--- src/verilog/limit_timer_pkg.sv ---
// package for the hardware limit period timer: mode codes, widths,
// reset values, pipeline depths and shared carrier structs
// assumes nothing beyond a SystemVerilog compiler
package limit_timer_pkg;

    // widths
    localparam int COUNT_W       = 8;
    localparam int MODE_W        = 5;
    localparam int POST_W        = 4;
    localparam int PRE_W         = 3;
    localparam int SRC_W         = 3;
    localparam int NUM_SRC       = 8;

    // reset values
    localparam logic [7:0] COUNT_RESET  = 8'h00;
    localparam logic [7:0] PERIOD_RESET = 8'hFF;

    // synchroniser depth in timer clocks before enable and trigger act
    localparam int SYNC_STAGES   = 2;

    // mode family in the upper two mode bits
    localparam logic [1:0] FAM_FREE  = 2'h0;
    localparam logic [1:0] FAM_ONE   = 2'h1;
    localparam logic [1:0] FAM_MONO  = 2'h2;

    // low three mode bits
    localparam logic [2:0] SUB_0 = 3'h0;
    localparam logic [2:0] SUB_1 = 3'h1;
    localparam logic [2:0] SUB_2 = 3'h2;
    localparam logic [2:0] SUB_3 = 3'h3;
    localparam logic [2:0] SUB_4 = 3'h4;
    localparam logic [2:0] SUB_5 = 3'h5;
    localparam logic [2:0] SUB_6 = 3'h6;
    localparam logic [2:0] SUB_7 = 3'h7;

    // software configuration carrier
    typedef struct packed {
        logic [MODE_W-1:0] limit_mode_control;
        logic [POST_W-1:0] postscale_ratio;
        logic [PRE_W-1:0]  prescale_ratio;
        logic [SRC_W-1:0]  trigger_source_select;
    } config_type;

    // software write strobes carrier
    typedef struct packed {
        logic             count_write;
        logic [7:0]       count_data;
        logic             period_write;
        logic [7:0]       period_data;
        logic             control_write;
    } write_type;

    // decoded control actions for one timer clock
    typedef enum logic [3:0] {
        ACT_HOLD  = 4'h1,
        ACT_COUNT = 4'h2,
        ACT_CLEAR = 4'h4,
        ACT_STOP  = 4'h8
    } action_type;

endpackage : limit_timer_pkg

--- src/verilog/sync_two_stage.sv ---
// two flip-flop synchroniser for a bus of level signals
// assumes the input is asynchronous to clk_in; output is the second stage
`timescale 1ns/10ps
`default_nettype none
module sync_two_stage
#(
    parameter int WIDTH = 1
)
(
    // clock and reset
    input  wire logic             clk_in,
    input  wire logic             resetn_in,
    // data
    input  wire logic [WIDTH-1:0] async_in,
    output var  logic [WIDTH-1:0] sync_out
);

    logic [WIDTH-1:0] meta_reg;

    // first stage feeds only the second
    always_ff @(posedge clk_in or negedge resetn_in)
    begin
        if (!resetn_in)
        begin
            meta_reg <= '0;
            sync_out <= '0;
        end
        else
        begin
            meta_reg <= async_in;
            sync_out <= meta_reg;
        end
    end

endmodule // sync_two_stage
`default_nettype wire

--- src/verilog/prescale_divider.sv ---
// prescaler: produces a one-cycle tick every 2^ratio timer clocks
// assumes clear_in is a same-clock pulse; ratio 0 ticks every clock
`timescale 1ns/10ps
`default_nettype none
module prescale_divider
    import limit_timer_pkg::*;
(
    // clock and reset
    input  wire logic             clk_in,
    input  wire logic             resetn_in,
    // control
    input  wire logic             clear_in,
    input  wire logic             run_in,
    input  wire logic [PRE_W-1:0] ratio_in,
    // tick
    output var  logic             tick_out
);

    logic [6:0] div_reg;
    logic [6:0] mask;

    // mask selects how many low bits must be ones for a tick
    always_comb
    begin
        mask     = 7'(8'(8'h01 << ratio_in) - 8'h01);
        tick_out = run_in && ((div_reg & mask) == mask);
    end

    // divider restarts on clear so the first tick is a full ratio away
    always_ff @(posedge clk_in or negedge resetn_in)
    begin
        if (!resetn_in)
            div_reg <= 7'h00;
        else if (clear_in)
            div_reg <= 7'h00;
        else if (run_in)
            div_reg <= 7'(div_reg + 7'h01);
    end

endmodule // prescale_divider
`default_nettype wire

--- src/verilog/hw_limit_period_timer.sv ---
// 8-bit period timer with hardware limit control, postscaler and irq
// assumes write strobes are same-clock pulses; triggers are asynchronous
`timescale 1ns/10ps
`default_nettype none
module hw_limit_period_timer
    import limit_timer_pkg::*;
(
    // clock and reset
    input  wire logic               clk_in,
    input  wire logic               resetn_in,
    // software configuration and writes
    input  wire config_type         config_in,
    input  wire write_type          write_in,
    input  wire logic               enable_set_in,
    input  wire logic               enable_clear_in,
    input  wire logic               period_irq_enable_in,
    input  wire logic               debug_freeze_in,
    // candidate trigger sources
    input  wire logic [NUM_SRC-1:0] ext_trigger_in,
    // outputs
    output var  logic [7:0]         count_value_out,
    output var  logic [7:0]         period_value_out,
    output var  logic               enable_out,
    output var  logic               postscaled_pulse_out,
    output var  logic               period_match_out,
    output var  logic               irq_out
);

    // all module state
    typedef struct packed {
        logic [7:0]        count;
        logic [7:0]        period;
        logic              enable;
        logic [POST_W-1:0] post;
        logic              armed;
        logic              trig_prev;
        logic              post_pulse;
        logic              match;
        logic              irq;
        logic              halted;
    } state_type;

    state_type  state_reg;
    state_type  state_next;

    // synchronised inputs
    logic [NUM_SRC-1:0] trig_sync;
    logic               enable_sync;

    // selected trigger and its edges
    logic               trig;
    logic               rise;
    logic               fall;
    logic               edge_any;

    // per-clock decode results
    logic               tick;
    logic               ext_reset;
    logic               pre_clear;
    logic               at_match;
    logic               reserved;
    action_type         act;
    logic [1:0]         fam;
    logic [2:0]         sub;

    // reserved code check, used only to stop the count in the decode
    function automatic logic is_reserved(input logic [MODE_W-1:0] m);
        logic [1:0] f;
        logic [2:0] s;
        f = m[4:3];
        s = m[2:0];
        is_reserved = (f == 2'h3) ||
                      ((f == FAM_MONO) &&
                       ((s == SUB_0) || (s == SUB_4) || (s == SUB_5)));
    endfunction

    // codes whose match clears enable and halts the count
    function automatic logic clears_on_match(input logic [MODE_W-1:0] m);
        clears_on_match = (m[4:3] == FAM_ONE) ||
                          ((m[4:3] == FAM_MONO) && (m[2:1] == 2'h3));
    endfunction

    // triggers and enable cross into the timer clock via two flops
    sync_two_stage #(.WIDTH(NUM_SRC)) trig_sync_u
    (
        .clk_in   (clk_in),
        .resetn_in(resetn_in),
        .async_in (ext_trigger_in),
        .sync_out (trig_sync)
    );

    // enable takes the same two-flop delay as the triggers
    sync_two_stage #(.WIDTH(1)) en_sync_u
    (
        .clk_in   (clk_in),
        .resetn_in(resetn_in),
        .async_in (state_reg.enable),
        .sync_out (enable_sync)
    );

    // prescaler steps only while the decode says count
    prescale_divider pre_u
    (
        .clk_in   (clk_in),
        .resetn_in(resetn_in),
        .clear_in (pre_clear),
        .run_in   (act == ACT_COUNT),
        .ratio_in (config_in.prescale_ratio),
        .tick_out (tick)
    );

    // source select and edge detection on the synchronised trigger
    always_comb
    begin
        trig     = trig_sync[config_in.trigger_source_select];
        rise     = trig && !state_reg.trig_prev && !debug_freeze_in;
        fall     = !trig && state_reg.trig_prev && !debug_freeze_in;
        edge_any = rise || fall;
        fam      = config_in.limit_mode_control[4:3];
        sub      = config_in.limit_mode_control[2:0];
        reserved = is_reserved(config_in.limit_mode_control);
        at_match = (state_reg.count == state_reg.period);
    end

    // mode decode into one action for this clock; a frozen debug
    // state treats the trigger as inactive so it cannot gate or reset
    always_comb
    begin
        logic lvl_hi;
        logic lvl_lo;
        lvl_hi    = trig && !debug_freeze_in;
        lvl_lo    = !trig && !debug_freeze_in;
        act       = ACT_HOLD;
        ext_reset = 1'b0;
        // a halted one-shot sits out the sync delay of its own clear;
        // the two late enabled clocks would otherwise step off zero
        if (reserved)
            act = ACT_STOP;
        else if (!enable_sync || state_reg.halted)
            act = ACT_HOLD;
        else
        begin
            unique case (fam)
                FAM_FREE:
                begin
                    unique case (sub)
                        SUB_0: act = ACT_COUNT;
                        SUB_1: act = lvl_hi ? ACT_COUNT : ACT_HOLD;
                        SUB_2: act = lvl_lo ? ACT_COUNT : ACT_HOLD;
                        SUB_3: ext_reset = edge_any;
                        SUB_4: ext_reset = rise;
                        SUB_5: ext_reset = fall;
                        SUB_6: ext_reset = lvl_lo;
                        SUB_7: ext_reset = lvl_hi;
                    endcase
                    if (sub >= SUB_3)
                        act = ext_reset ? ACT_CLEAR : ACT_COUNT;
                end
                // software start runs at once, edge starts wait for arming
                FAM_ONE:
                begin
                    unique case (sub)
                        SUB_0: act = ACT_COUNT;
                        SUB_1, SUB_2, SUB_3:
                            act = state_reg.armed ? ACT_COUNT : ACT_HOLD;
                        SUB_4: ext_reset = rise && state_reg.armed;
                        SUB_5: ext_reset = fall && state_reg.armed;
                        SUB_6: ext_reset = lvl_lo;
                        SUB_7: ext_reset = lvl_hi;
                    endcase
                    if (sub >= SUB_4)
                        act = ext_reset ? ACT_CLEAR :
                              (state_reg.armed ? ACT_COUNT : ACT_HOLD);
                end
                // level one-shot clears at its reset level; edge codes arm
                FAM_MONO:
                begin
                    if (sub == SUB_6)
                        ext_reset = lvl_lo;
                    else if (sub == SUB_7)
                        ext_reset = lvl_hi;
                    if (sub >= SUB_6)
                        act = ext_reset ? ACT_CLEAR : ACT_COUNT;
                    else
                        act = state_reg.armed ? ACT_COUNT : ACT_HOLD;
                end
                default: act = ACT_STOP;
            endcase
        end
    end

    // count write, control write, reset event clear the scalers
    assign pre_clear = write_in.count_write || write_in.control_write ||
                       ext_reset;

    // next state
    always_comb
    begin
        logic start_edge;
        start_edge            = 1'b0;
        state_next            = state_reg;
        state_next.trig_prev  = trig;
        state_next.post_pulse = 1'b0;
        state_next.match      = 1'b0;
        state_next.irq        = 1'b0;

        // start edge for edge-start families
        if (fam == FAM_ONE || fam == FAM_MONO)
        begin
            unique case (sub)
                SUB_1, SUB_4, SUB_6: start_edge = rise;
                SUB_2, SUB_5, SUB_7: start_edge = fall;
                SUB_3: start_edge = edge_any;
                default: start_edge = 1'b0;
            endcase
        end
        if (!enable_sync)
            state_next.armed = 1'b0;
        else if (start_edge)
            state_next.armed = 1'b1;

        // halt ends once the cleared enable has crossed the sync
        if (!enable_sync)
            state_next.halted = 1'b0;

        // software enable; set wins over hardware clear below
        if (enable_clear_in)
            state_next.enable = 1'b0;

        // counting
        unique case (act)
            ACT_CLEAR:
                state_next.count = COUNT_RESET;
            ACT_COUNT:
            begin
                // every step of the count waits for a prescaler tick
                if (tick)
                begin
                    if (at_match)
                    begin
                        state_next.count = COUNT_RESET;
                        state_next.match = 1'b1;
                        if (state_reg.post == config_in.postscale_ratio)
                        begin
                            state_next.post       = '0;
                            state_next.post_pulse = 1'b1;
                            state_next.irq = period_irq_enable_in;
                        end
                        else
                            state_next.post = POST_W'(state_reg.post + 1'b1);
                        if (clears_on_match(config_in.limit_mode_control))
                        begin
                            state_next.enable = 1'b0;
                            state_next.armed  = 1'b0;
                            state_next.halted = 1'b1;
                        end
                        else if (fam == FAM_MONO)
                            state_next.armed = 1'b0;
                    end
                    else
                        state_next.count = 8'(state_reg.count + 8'h01);
                end
            end
            ACT_STOP:
                state_next.count = state_reg.count;
            ACT_HOLD:
                state_next.count = state_reg.count;
        endcase

        // scaler clear has the last word on the postscaler
        if (pre_clear)
            state_next.post = '0;
        if (enable_set_in)
        begin
            state_next.enable = 1'b1;
            state_next.halted = 1'b0;
        end

        // software writes override count and period
        if (write_in.count_write)
            state_next.count = write_in.count_data;
        if (write_in.period_write)
            state_next.period = write_in.period_data;
    end

    // one register for the whole state
    always_ff @(posedge clk_in or negedge resetn_in)
    begin
        if (!resetn_in)
        begin
            state_reg            <= '0;
            state_reg.count      <= COUNT_RESET;
            state_reg.period     <= PERIOD_RESET;
        end
        else
            state_reg <= state_next;
    end

    // outputs straight from state flops
    assign count_value_out      = state_reg.count;
    assign period_value_out     = state_reg.period;
    assign enable_out           = state_reg.enable;
    assign postscaled_pulse_out = state_reg.post_pulse;
    assign period_match_out     = state_reg.match;
    assign irq_out              = state_reg.irq;

endmodule // hw_limit_period_timer
`default_nettype wire

--- config.mk ---
export PLATFORM = sky130hd
export DESIGN_NAME = hw_limit_period_timer
export DESIGN_NICKNAME = d
export VERILOG_FILES = /design/src/verilog/limit_timer_pkg.sv /design/src/verilog/sync_two_stage.sv /design/src/verilog/prescale_divider.sv /design/src/verilog/hw_limit_period_timer.sv
export SDC_FILE = /design/constraint.sdc
export NUM_CORES = 1
export LEC_CHECK = 0
export ABC_AREA = 0
export BUFFER_PORTS_ARGS = -buffer_cell sky130_fd_sc_hd__buf_2
export CORE_MARGIN = 2
export CORE_UTILIZATION = 44
export DETAILED_ROUTE_END_ITERATION = 10
export PLACE_DENSITY_LB_ADDON = 0.25
export SKIP_CTS_REPAIR_TIMING = 1
export SLEW_MARGIN = 15
export SYNTH_ARGS = -nofsm -noshare
export SYNTH_HDL_FRONTEND = slang
export SYNTH_SLANG_ARGS = --single-unit
--- constraint.sdc ---
create_clock -name clk_in -period 2.8 [get_ports clk_in]
set_clock_uncertainty 0.1 [all_clocks]
set_input_delay 0.14 -clock clk_in [delete_from_list [all_inputs] [get_ports clk_in]]
set_output_delay 0.14 -clock clk_in [all_outputs]
set_load 0.02 [all_outputs]
### Word-level counts from Yosys, hierarchy flattened

Cells that the tools add are included.

| storage, ports and cells | value |
|---|---|
| input port bits | 48 |
| output and inout port bits | 20 |
| logic and storage cells | 140 |
| register bits after elaboration | 52 |

| operators by class | value |
|---|---|
| order comparisons | 4 |
| reduce and logical (&&, ||, !) cells | 35 |
| multiplexer cells | 60 |
| bitwise operators | 1 |
| shift operators | 1 |
| add/sub/neg operators | 4 |
| eq/ne operators | 20 |

Operators by type and width:

| cell | count |
|---|---|
| 4-bit 2-to-1 mux | 10 |
| 1-bit 2-to-1 mux | 27 |
| 8-bit 2-to-1 mux | 3 |
| 6-bit 2-to-1 mux | 3 |
| 8-bit case mux with 2 select lines | 1 |
| 7-bit 2-to-1 mux | 2 |
| 3-bit == test (second input constant) | 4 |
| 4-bit case mux with 3 select lines | 1 |
| 1-bit logical AND | 11 |
| 1-bit logical OR | 9 |
| 3-bit 2-to-1 mux | 3 |
| 3-bit OR reduction | 3 |
| 8-bit by 1-bit adder with 8-bit output (second input constant) | 1 |
| 8-bit == test | 1 |
| 7-bit by 1-bit adder with 7-bit output (second input constant) | 1 |
| 7-bit AND | 1 |
| 7-bit == test | 1 |
| 1-bit by 3-bit << shifter with 7-bit output (first input constant) | 1 |
| 7-bit by 1-bit subtractor with 7-bit output (second input constant) | 1 |
| 2-bit == test (second input constant) | 3 |
| 3-bit by 2-bit == test with 1-bit output (second input constant) | 2 |
| 3-bit >= comparator (second input constant) | 2 |
| 2-bit 2-to-1 mux | 3 |
| 1-bit case mux with 3 select lines | 2 |
| 24 further kinds | 29 |

### Depth between registers and ports, before layout

| depth | value |
|---|---|
| depth in word-level cells | 20 |
| depth in mapped cells | 10 |
| depth with buffers taken out | 9 |

### Cells and area by module

Synthesis repeated with hierarchy kept, for this count alone.

| unflattened totals | value |
|---|---|
| cell total of the unflattened synthesis | 296 |
| area, all modules | 3,120.5 µm² |

Modules (own cells, without submodules):

| module | area each (µm²) | instances | cells each | sequential area each (µm²) |
|---|---|---|---|---|
| hw_limit_period_timer | 2,202.1 | 1 | 226 | 685.7 |
| prescale_divider | 467.9 | 1 | 52 | 175.2 |
| sync_two_stage at trig_sync_u | 400.4 | 1 | 16 | 400.4 |
| sync_two_stage at en_sync_u | 50.0 | 1 | 2 | 50.0 |

### Worst setup path after synthesis

No wires, ideal clock.

| path | value |
|---|---|
| path type | reg-to-reg |
| from | register state_reg[4] (netlist bit) |
| to | register state_reg (netlist bit count_value_out[0]) |
| clock period less this slack | 2.582 ns |
| stages on the path, launching flop included | 9 |
| setup time | 0.125 ns |
| path buffers | 1 |
| slack | 0.218 ns |
| data required time | 2.575 ns |
| arrival time | 2.357 ns |
| path through | dfrtp_1 -> clkbuf_1 -> or4b_1 -> a21oi_1 -> mux2i_1 -> and2_1 -> o31a_4 -> a22oi_4 -> mux2_4 |

| on the way | value |
|---|---|
| word-level cells in the longest chain between the ends | 17 |
| elaborated cells between the ends (all ways) | 34 |
| those cells by class | eq/ne (6); mux (17); reduce/logical (11) |

Ends and longest elaborated chain:

| item | RTL line | text |
|---|---|---|
| start, declared | hw_limit_period_timer.sv:43 | `state_type state_reg;` |
| start signal, assigned | hw_limit_period_timer.sv:296 | `state_reg <= state_next;` |
| 1-bit zero test | hw_limit_period_timer.sv:116 | `rise = trig && !state_reg.trig_prev && !debug_freeze_in;` |
| 1-bit logical AND (2 in a row) | hw_limit_period_timer.sv:116 |  |
| 1-bit logical OR or 1-bit logical AND (tied branches) | hw_limit_period_timer.sv:118, hw_limit_period_timer.sv:166 |  |
| 1-bit case mux with 5 select lines or 1-bit case mux with 4 select lines (tied branches) | hw_limit_period_timer.sv:146, hw_limit_period_timer.sv:162 |  |
| 1-bit 2-to-1 mux | hw_limit_period_timer.sv:143 | `unique case (fam)` |
| 1-bit 2-to-1 mux | hw_limit_period_timer.sv:139 | `else if (!enable_sync \|\| state_reg.halted)` |
| 1-bit 2-to-1 mux | hw_limit_period_timer.sv:137 | `if (reserved)` |
| 3-bit 2-to-1 mux or 4-bit 2-to-1 mux (tied branches) | hw_limit_period_timer.sv:157, hw_limit_period_timer.sv:172 |  |
| 4-bit 2-to-1 mux (on tied branches) | hw_limit_period_timer.sv:156, hw_limit_period_timer.sv:171 |  |
| 4-bit case mux with 3 select lines * | hw_limit_period_timer.sv:143 |  |
| 4-bit 2-to-1 mux * | hw_limit_period_timer.sv:139 |  |
| 4-bit 2-to-1 mux * | hw_limit_period_timer.sv:137 |  |
| 4-bit by 1-bit == test with 1-bit output (tied with other cells) | hw_limit_period_timer.sv:231 | `unique case (act)` |
| 2-bit OR reduction (no source line) or 1-bit logical AND (tied branches) | - |  |
| 2-bit by 1-bit inequality test with 1-bit output (no source line) or 3-bit inequality test (tied branches) | - |  |
| 2-bit AND reduction (no source line) | - |  |

Every way passes the cells marked *; elsewhere a longest branch is shown, timed or not. The select of a mux whose other input is x is not followed.
A chain may end at the register's enable or synchronous reset.

### Final worst setup path

| path | value |
|---|---|
| from | register trig_sync_u.sync_out[3] |
| to | register state_reg (netlist bit count_value_out[0]) |

| on the way | value |
|---|---|
| word-level cells in the longest chain between the ends | 19 |
| elaborated cells between the ends (all ways) | 48 |
| those cells by class | eq/ne (6); mux (29); reduce/logical (13) |

Ends and longest elaborated chain:

| item | RTL line | text |
|---|---|---|
| start, declared | sync_two_stage.sv:15 | `output var logic [WIDTH-1:0] sync_out` |
| start signal, assigned | sync_two_stage.sv:31 | `sync_out <= meta_reg;` |
| 1-bit binary-select mux with 3-bit select * | hw_limit_period_timer.sv:115 | `trig = trig_sync[config_in.trigger_source_select];` |
| 1-bit 2-to-1 mux (implied by the code) * | hw_limit_period_timer.sv:115 |  |
| 1-bit zero test | hw_limit_period_timer.sv:117, hw_limit_period_timer.sv:132 |  |
| 1-bit logical AND (2 in a row) | hw_limit_period_timer.sv:117 | `fall = !trig && state_reg.trig_prev && !debug_freeze_in;` |
| 1-bit logical OR or 1-bit logical AND (tied branches) | hw_limit_period_timer.sv:118, hw_limit_period_timer.sv:167 |  |
| 1-bit case mux with 5 select lines or 1-bit case mux with 4 select lines (tied branches) | hw_limit_period_timer.sv:146, hw_limit_period_timer.sv:162 |  |
| 1-bit 2-to-1 mux | hw_limit_period_timer.sv:143 |  |
| 1-bit 2-to-1 mux | hw_limit_period_timer.sv:139 |  |
| [2 not listed] | - |  |
| 4-bit 2-to-1 mux (on tied branches) | hw_limit_period_timer.sv:156, hw_limit_period_timer.sv:171 |  |
| 4-bit case mux with 3 select lines * | hw_limit_period_timer.sv:143 |  |
| 4-bit 2-to-1 mux * | hw_limit_period_timer.sv:139 |  |
| 4-bit 2-to-1 mux * | hw_limit_period_timer.sv:137 |  |
| 4-bit by 1-bit == test with 1-bit output (tied with other cells) | hw_limit_period_timer.sv:231 |  |
| 2-bit OR reduction (no source line) or 1-bit logical AND (tied branches) | - |  |
| 2-bit by 1-bit inequality test with 1-bit output (no source line) or 3-bit inequality test (tied branches) | - |  |
| 2-bit AND reduction (no source line) | - |  |

Marked as above.

==> results.md <==
- Max Cap Violations: 0
- Die Height: 89.2 um
- GR Overflow Total: 0
- DRT Pass-1 Iters: 5
- Tot Pwr: 1.76 mW
- DRC violation count after routing: 0
- Sw Share: 30.9%
- Max-slew headroom: 59.7%
- Commonest non-fill, non-tap cell in the layout: buf_2
- Clk Latency, worst-skew pair: 310 ps
- Status: finished, violations left
- GRT Util Overall: 18.4%
- Antenna Cells: 0
- Reg power frac: 48.7%
- Hold Path Class: input port to register
- Worst-Margin Slew: 605 ps
- Max-slew violation count: 0
- Setup slack, reg-to-reg: 120 ps
- Critical R2R Launch: trig_sync_u.sync_out[3]$_DFF_PN0_
- Failing checks: negative hold slack
- Area growth syn-to-layout: 22.2%
- CTS tree: yes
- Psw: 0.544 mW
- Largest net degree at the start of global routing: 48
- Core area: 0.00714 mm^2
- DR WL/cell: 14.7 um
- Fin nets: 450
- Yosys cell types: 66
- IO Port Bufs: 67
- Root buffer cell: clkbuf_8
- Die Width: 89.2 um
- Die area: 0.00796 mm^2
- Final wirelength: 7270 um
- Final Hold Vio Count: 1
- Reg2Reg Depth: 7
- EDFF count, synth: 0
- Top post-synthesis cells by area: dfrtp_1, dfstp_2, buf_4
- Pleak: 1.81 nW
- Crit Path Max Fanout: 13
- Final setup fails: 0
- Layout cell share with drive strength beyond 1: a little under a third
- Fill cells: approximately 640
- Reg clk slew, reported paths: approximately 100 ps
- Via-to-Cell Ratio: 5.35
- Main synth FF type: dfrtp_1
- CP Launch Type: register
- Int Pwr: 1.22 mW
- Min Clock Period, post-route: around 2700 ps
- Worst hold margin: -15.9 ps
- H-tree Lvls: 2
- FF+latch count, synth: 52
- Initial antenna violation count: 0
- Largest area contributor in the netlist: dfrtp_1
- I/O pin total: ~70
- Clock share of power: 25.8%
- CTS sink cnt: 52
- Yosys warning total: 0
- Routed via count: between 2000 and 3000
- Post-Syn Area: 0.00320 mm^2
- Num rows: 31
- RSZ-0062 raised after global routing: no
- CP required: 2900 ps
- Antenna viol nets, final: 0
- First-pass GRT wire length: 11400 um
- Tcrit/Tclk final: 95.8%
- CP Capture Point: count_value_out[0]$_DFFE_PN0P_
- Comb pwr share: between 20% and 30%
- Synth top area share: between 30% and 40%
- Initial Utilization: 44.8%
- Max VDD drop: 0.296 mV
- Register area share after synthesis: 41.0%
- Endpoint class of the critical path: register
- CP Class: register to register
- Synth Area per Inst: 10.2 um^2
- Post-Route Setup TNS: 0 ps
- Initial DRC count: 263
- Critical path arrival: ~2800 ps
- Post-Synthesis Cells: approximately 310
- Most frequent cells in the layout: buf_2, dfrtp_1, dlygate4sd3_1
- Syn_nets: approximately 370
- Vias in the first global route: 2412
- Power per cell area: 451 mW/mm^2
- Fmax: 373 MHz
- Detailed Place HPWL: 5230 um
- Worst flop-to-flop path endpoint: count_value_out[0]$_DFFE_PN0P_
- CTS buffer count: 5
- Gp weighted congestion: 0.806
- Post-synthesis async set-or-reset flop share: 100%
- CP startpoint: trig_sync_u.sync_out[3]$_DFF_PN0_
- Longest Clk Path Bufs: 2
-- cell type report --
cell class | count | area [um^2] | share of cell area, %
clock buffer | 6 | 82.6 | 2.11
clock inverter | 2 | 15.0 | 0.384
inverter | 17 | 63.8 | 1.63
multi-input combinational | 213 | 1620 | 41.5
sequential | 52 | 1310 | 33.6
tap | 99 | 124 | 3.17
timing repair buffer | 106 | 691 | 17.7
-- routing by layer --
layer | wire length (um) | track usage, % | share of wire (%)
met1 | 3380 | 26.6 | 46
met2 | 3420 | 28.1 | 47
met3 | 411 | 4.34 | 5.7
met4 | 59 | 4.61 | 0.81
met5 | 0 | 0 | 0
-- critical path, cell delays in order (launching register included) --
cell     delay (ps)
dfrtp_1         370
mux4_1          550
mux2i_4         280
mux2i_1         130
and2_1          190
o31a_4          430
a22oi_4         220
mux2_4          310
-- per-stage QoR --
step | cell area [um^2] | instances | utilization (%) | worst slack (ps)
after global placement | 3560 | 462 | 49.9 | 147
after CTS | 3660 | 470 | 51.2 | 79.6
after global routing | 3910 | 495 | 54.8 | 11.0
after floorplan | 3200 | 314 | - | 218
after detailed placement | 3560 | 462 | 49.9 | 95.6
final | 3910 | 495 | 54.8 | 116
-- synthesized netlist by cell type, types with 2 or more instances --
cell / number
or3_1: 7
and2_1: 3
and3_1: 7
clkbuf_1: 6
a32o_1: 3
dfrtp_1: 44
nand3b_1: 4
buf_2: 8
xor2_1: 4
dfstp_2: 8
nand2b_1: 10
o221a_2: 2
o2111ai_1: 10
ha_1: 7
mux2i_1: 7
inv_1: 17
mux4_1: 2
mux2_4: 2
a21oi_1: 10
buf_4: 16
nor2_1: 15
nor3b_1: 2
nor2b_1: 5
xnor2_1: 8
nand2_1: 19
nand3_1: 8
o21ai_0: 8
nor3_1: 4
a31oi_1: 5
o31ai_1: 2
nand4_1: 16
a21boi_0: 2
and4b_1: 2
a211o_1: 2
mux2_2: 8
-- power by group through the flow --
stage | clock (mW) | sequential [mW] | combinational (mW)
after floorplan | 0 | 0.857 | 0.320
after global placement | 0 | 0.871 | 0.413
after detailed placement | 0 | 0.871 | 0.420
after CTS | 0.475 | 0.857 | 0.421
after global routing | 0.498 | 0.866 | 0.497
final | 0.455 | 0.857 | 0.449
-- worst min-delay path by stage --
stage	from	to	slack (ps)	cells after the start
CTS	ext_trigger_in[4]	trig_sync_u.meta_reg[4]$_DFF_PN0_	-180	1
finish	write_in[13]	count_value_out[3]$_DFFE_PN0P_	-20	3
global placement	ext_trigger_in[7]	trig_sync_u.meta_reg[7]$_DFF_PN0_	150	1
global route	write_in[13]	count_value_out[3]$_DFFE_PN0P_	-0.02	3
floorplan	resetn_in	count_value_out[0]$_DFFE_PN0P_	-260	0
detailed placement	ext_trigger_in[6]	trig_sync_u.meta_reg[6]$_DFF_PN0_	150	1
-- kinds of logic after synthesis --
family / count (synthesis) / share of synthesized area, %
AND/OR/NAND/NOR: 113 / 20.5
AO/OA/AOI/OAI: 61 / 15.8
flip-flops: 52 / 41.0
buffers and inverters: 49 / 8.34
multiplexers: 20 / 8.30
XOR/XNOR: 12 / 3.29
adder cells (fa/ha/maj): 7 / 2.74
Note: power is estimated with default switching activity, not from simulation.
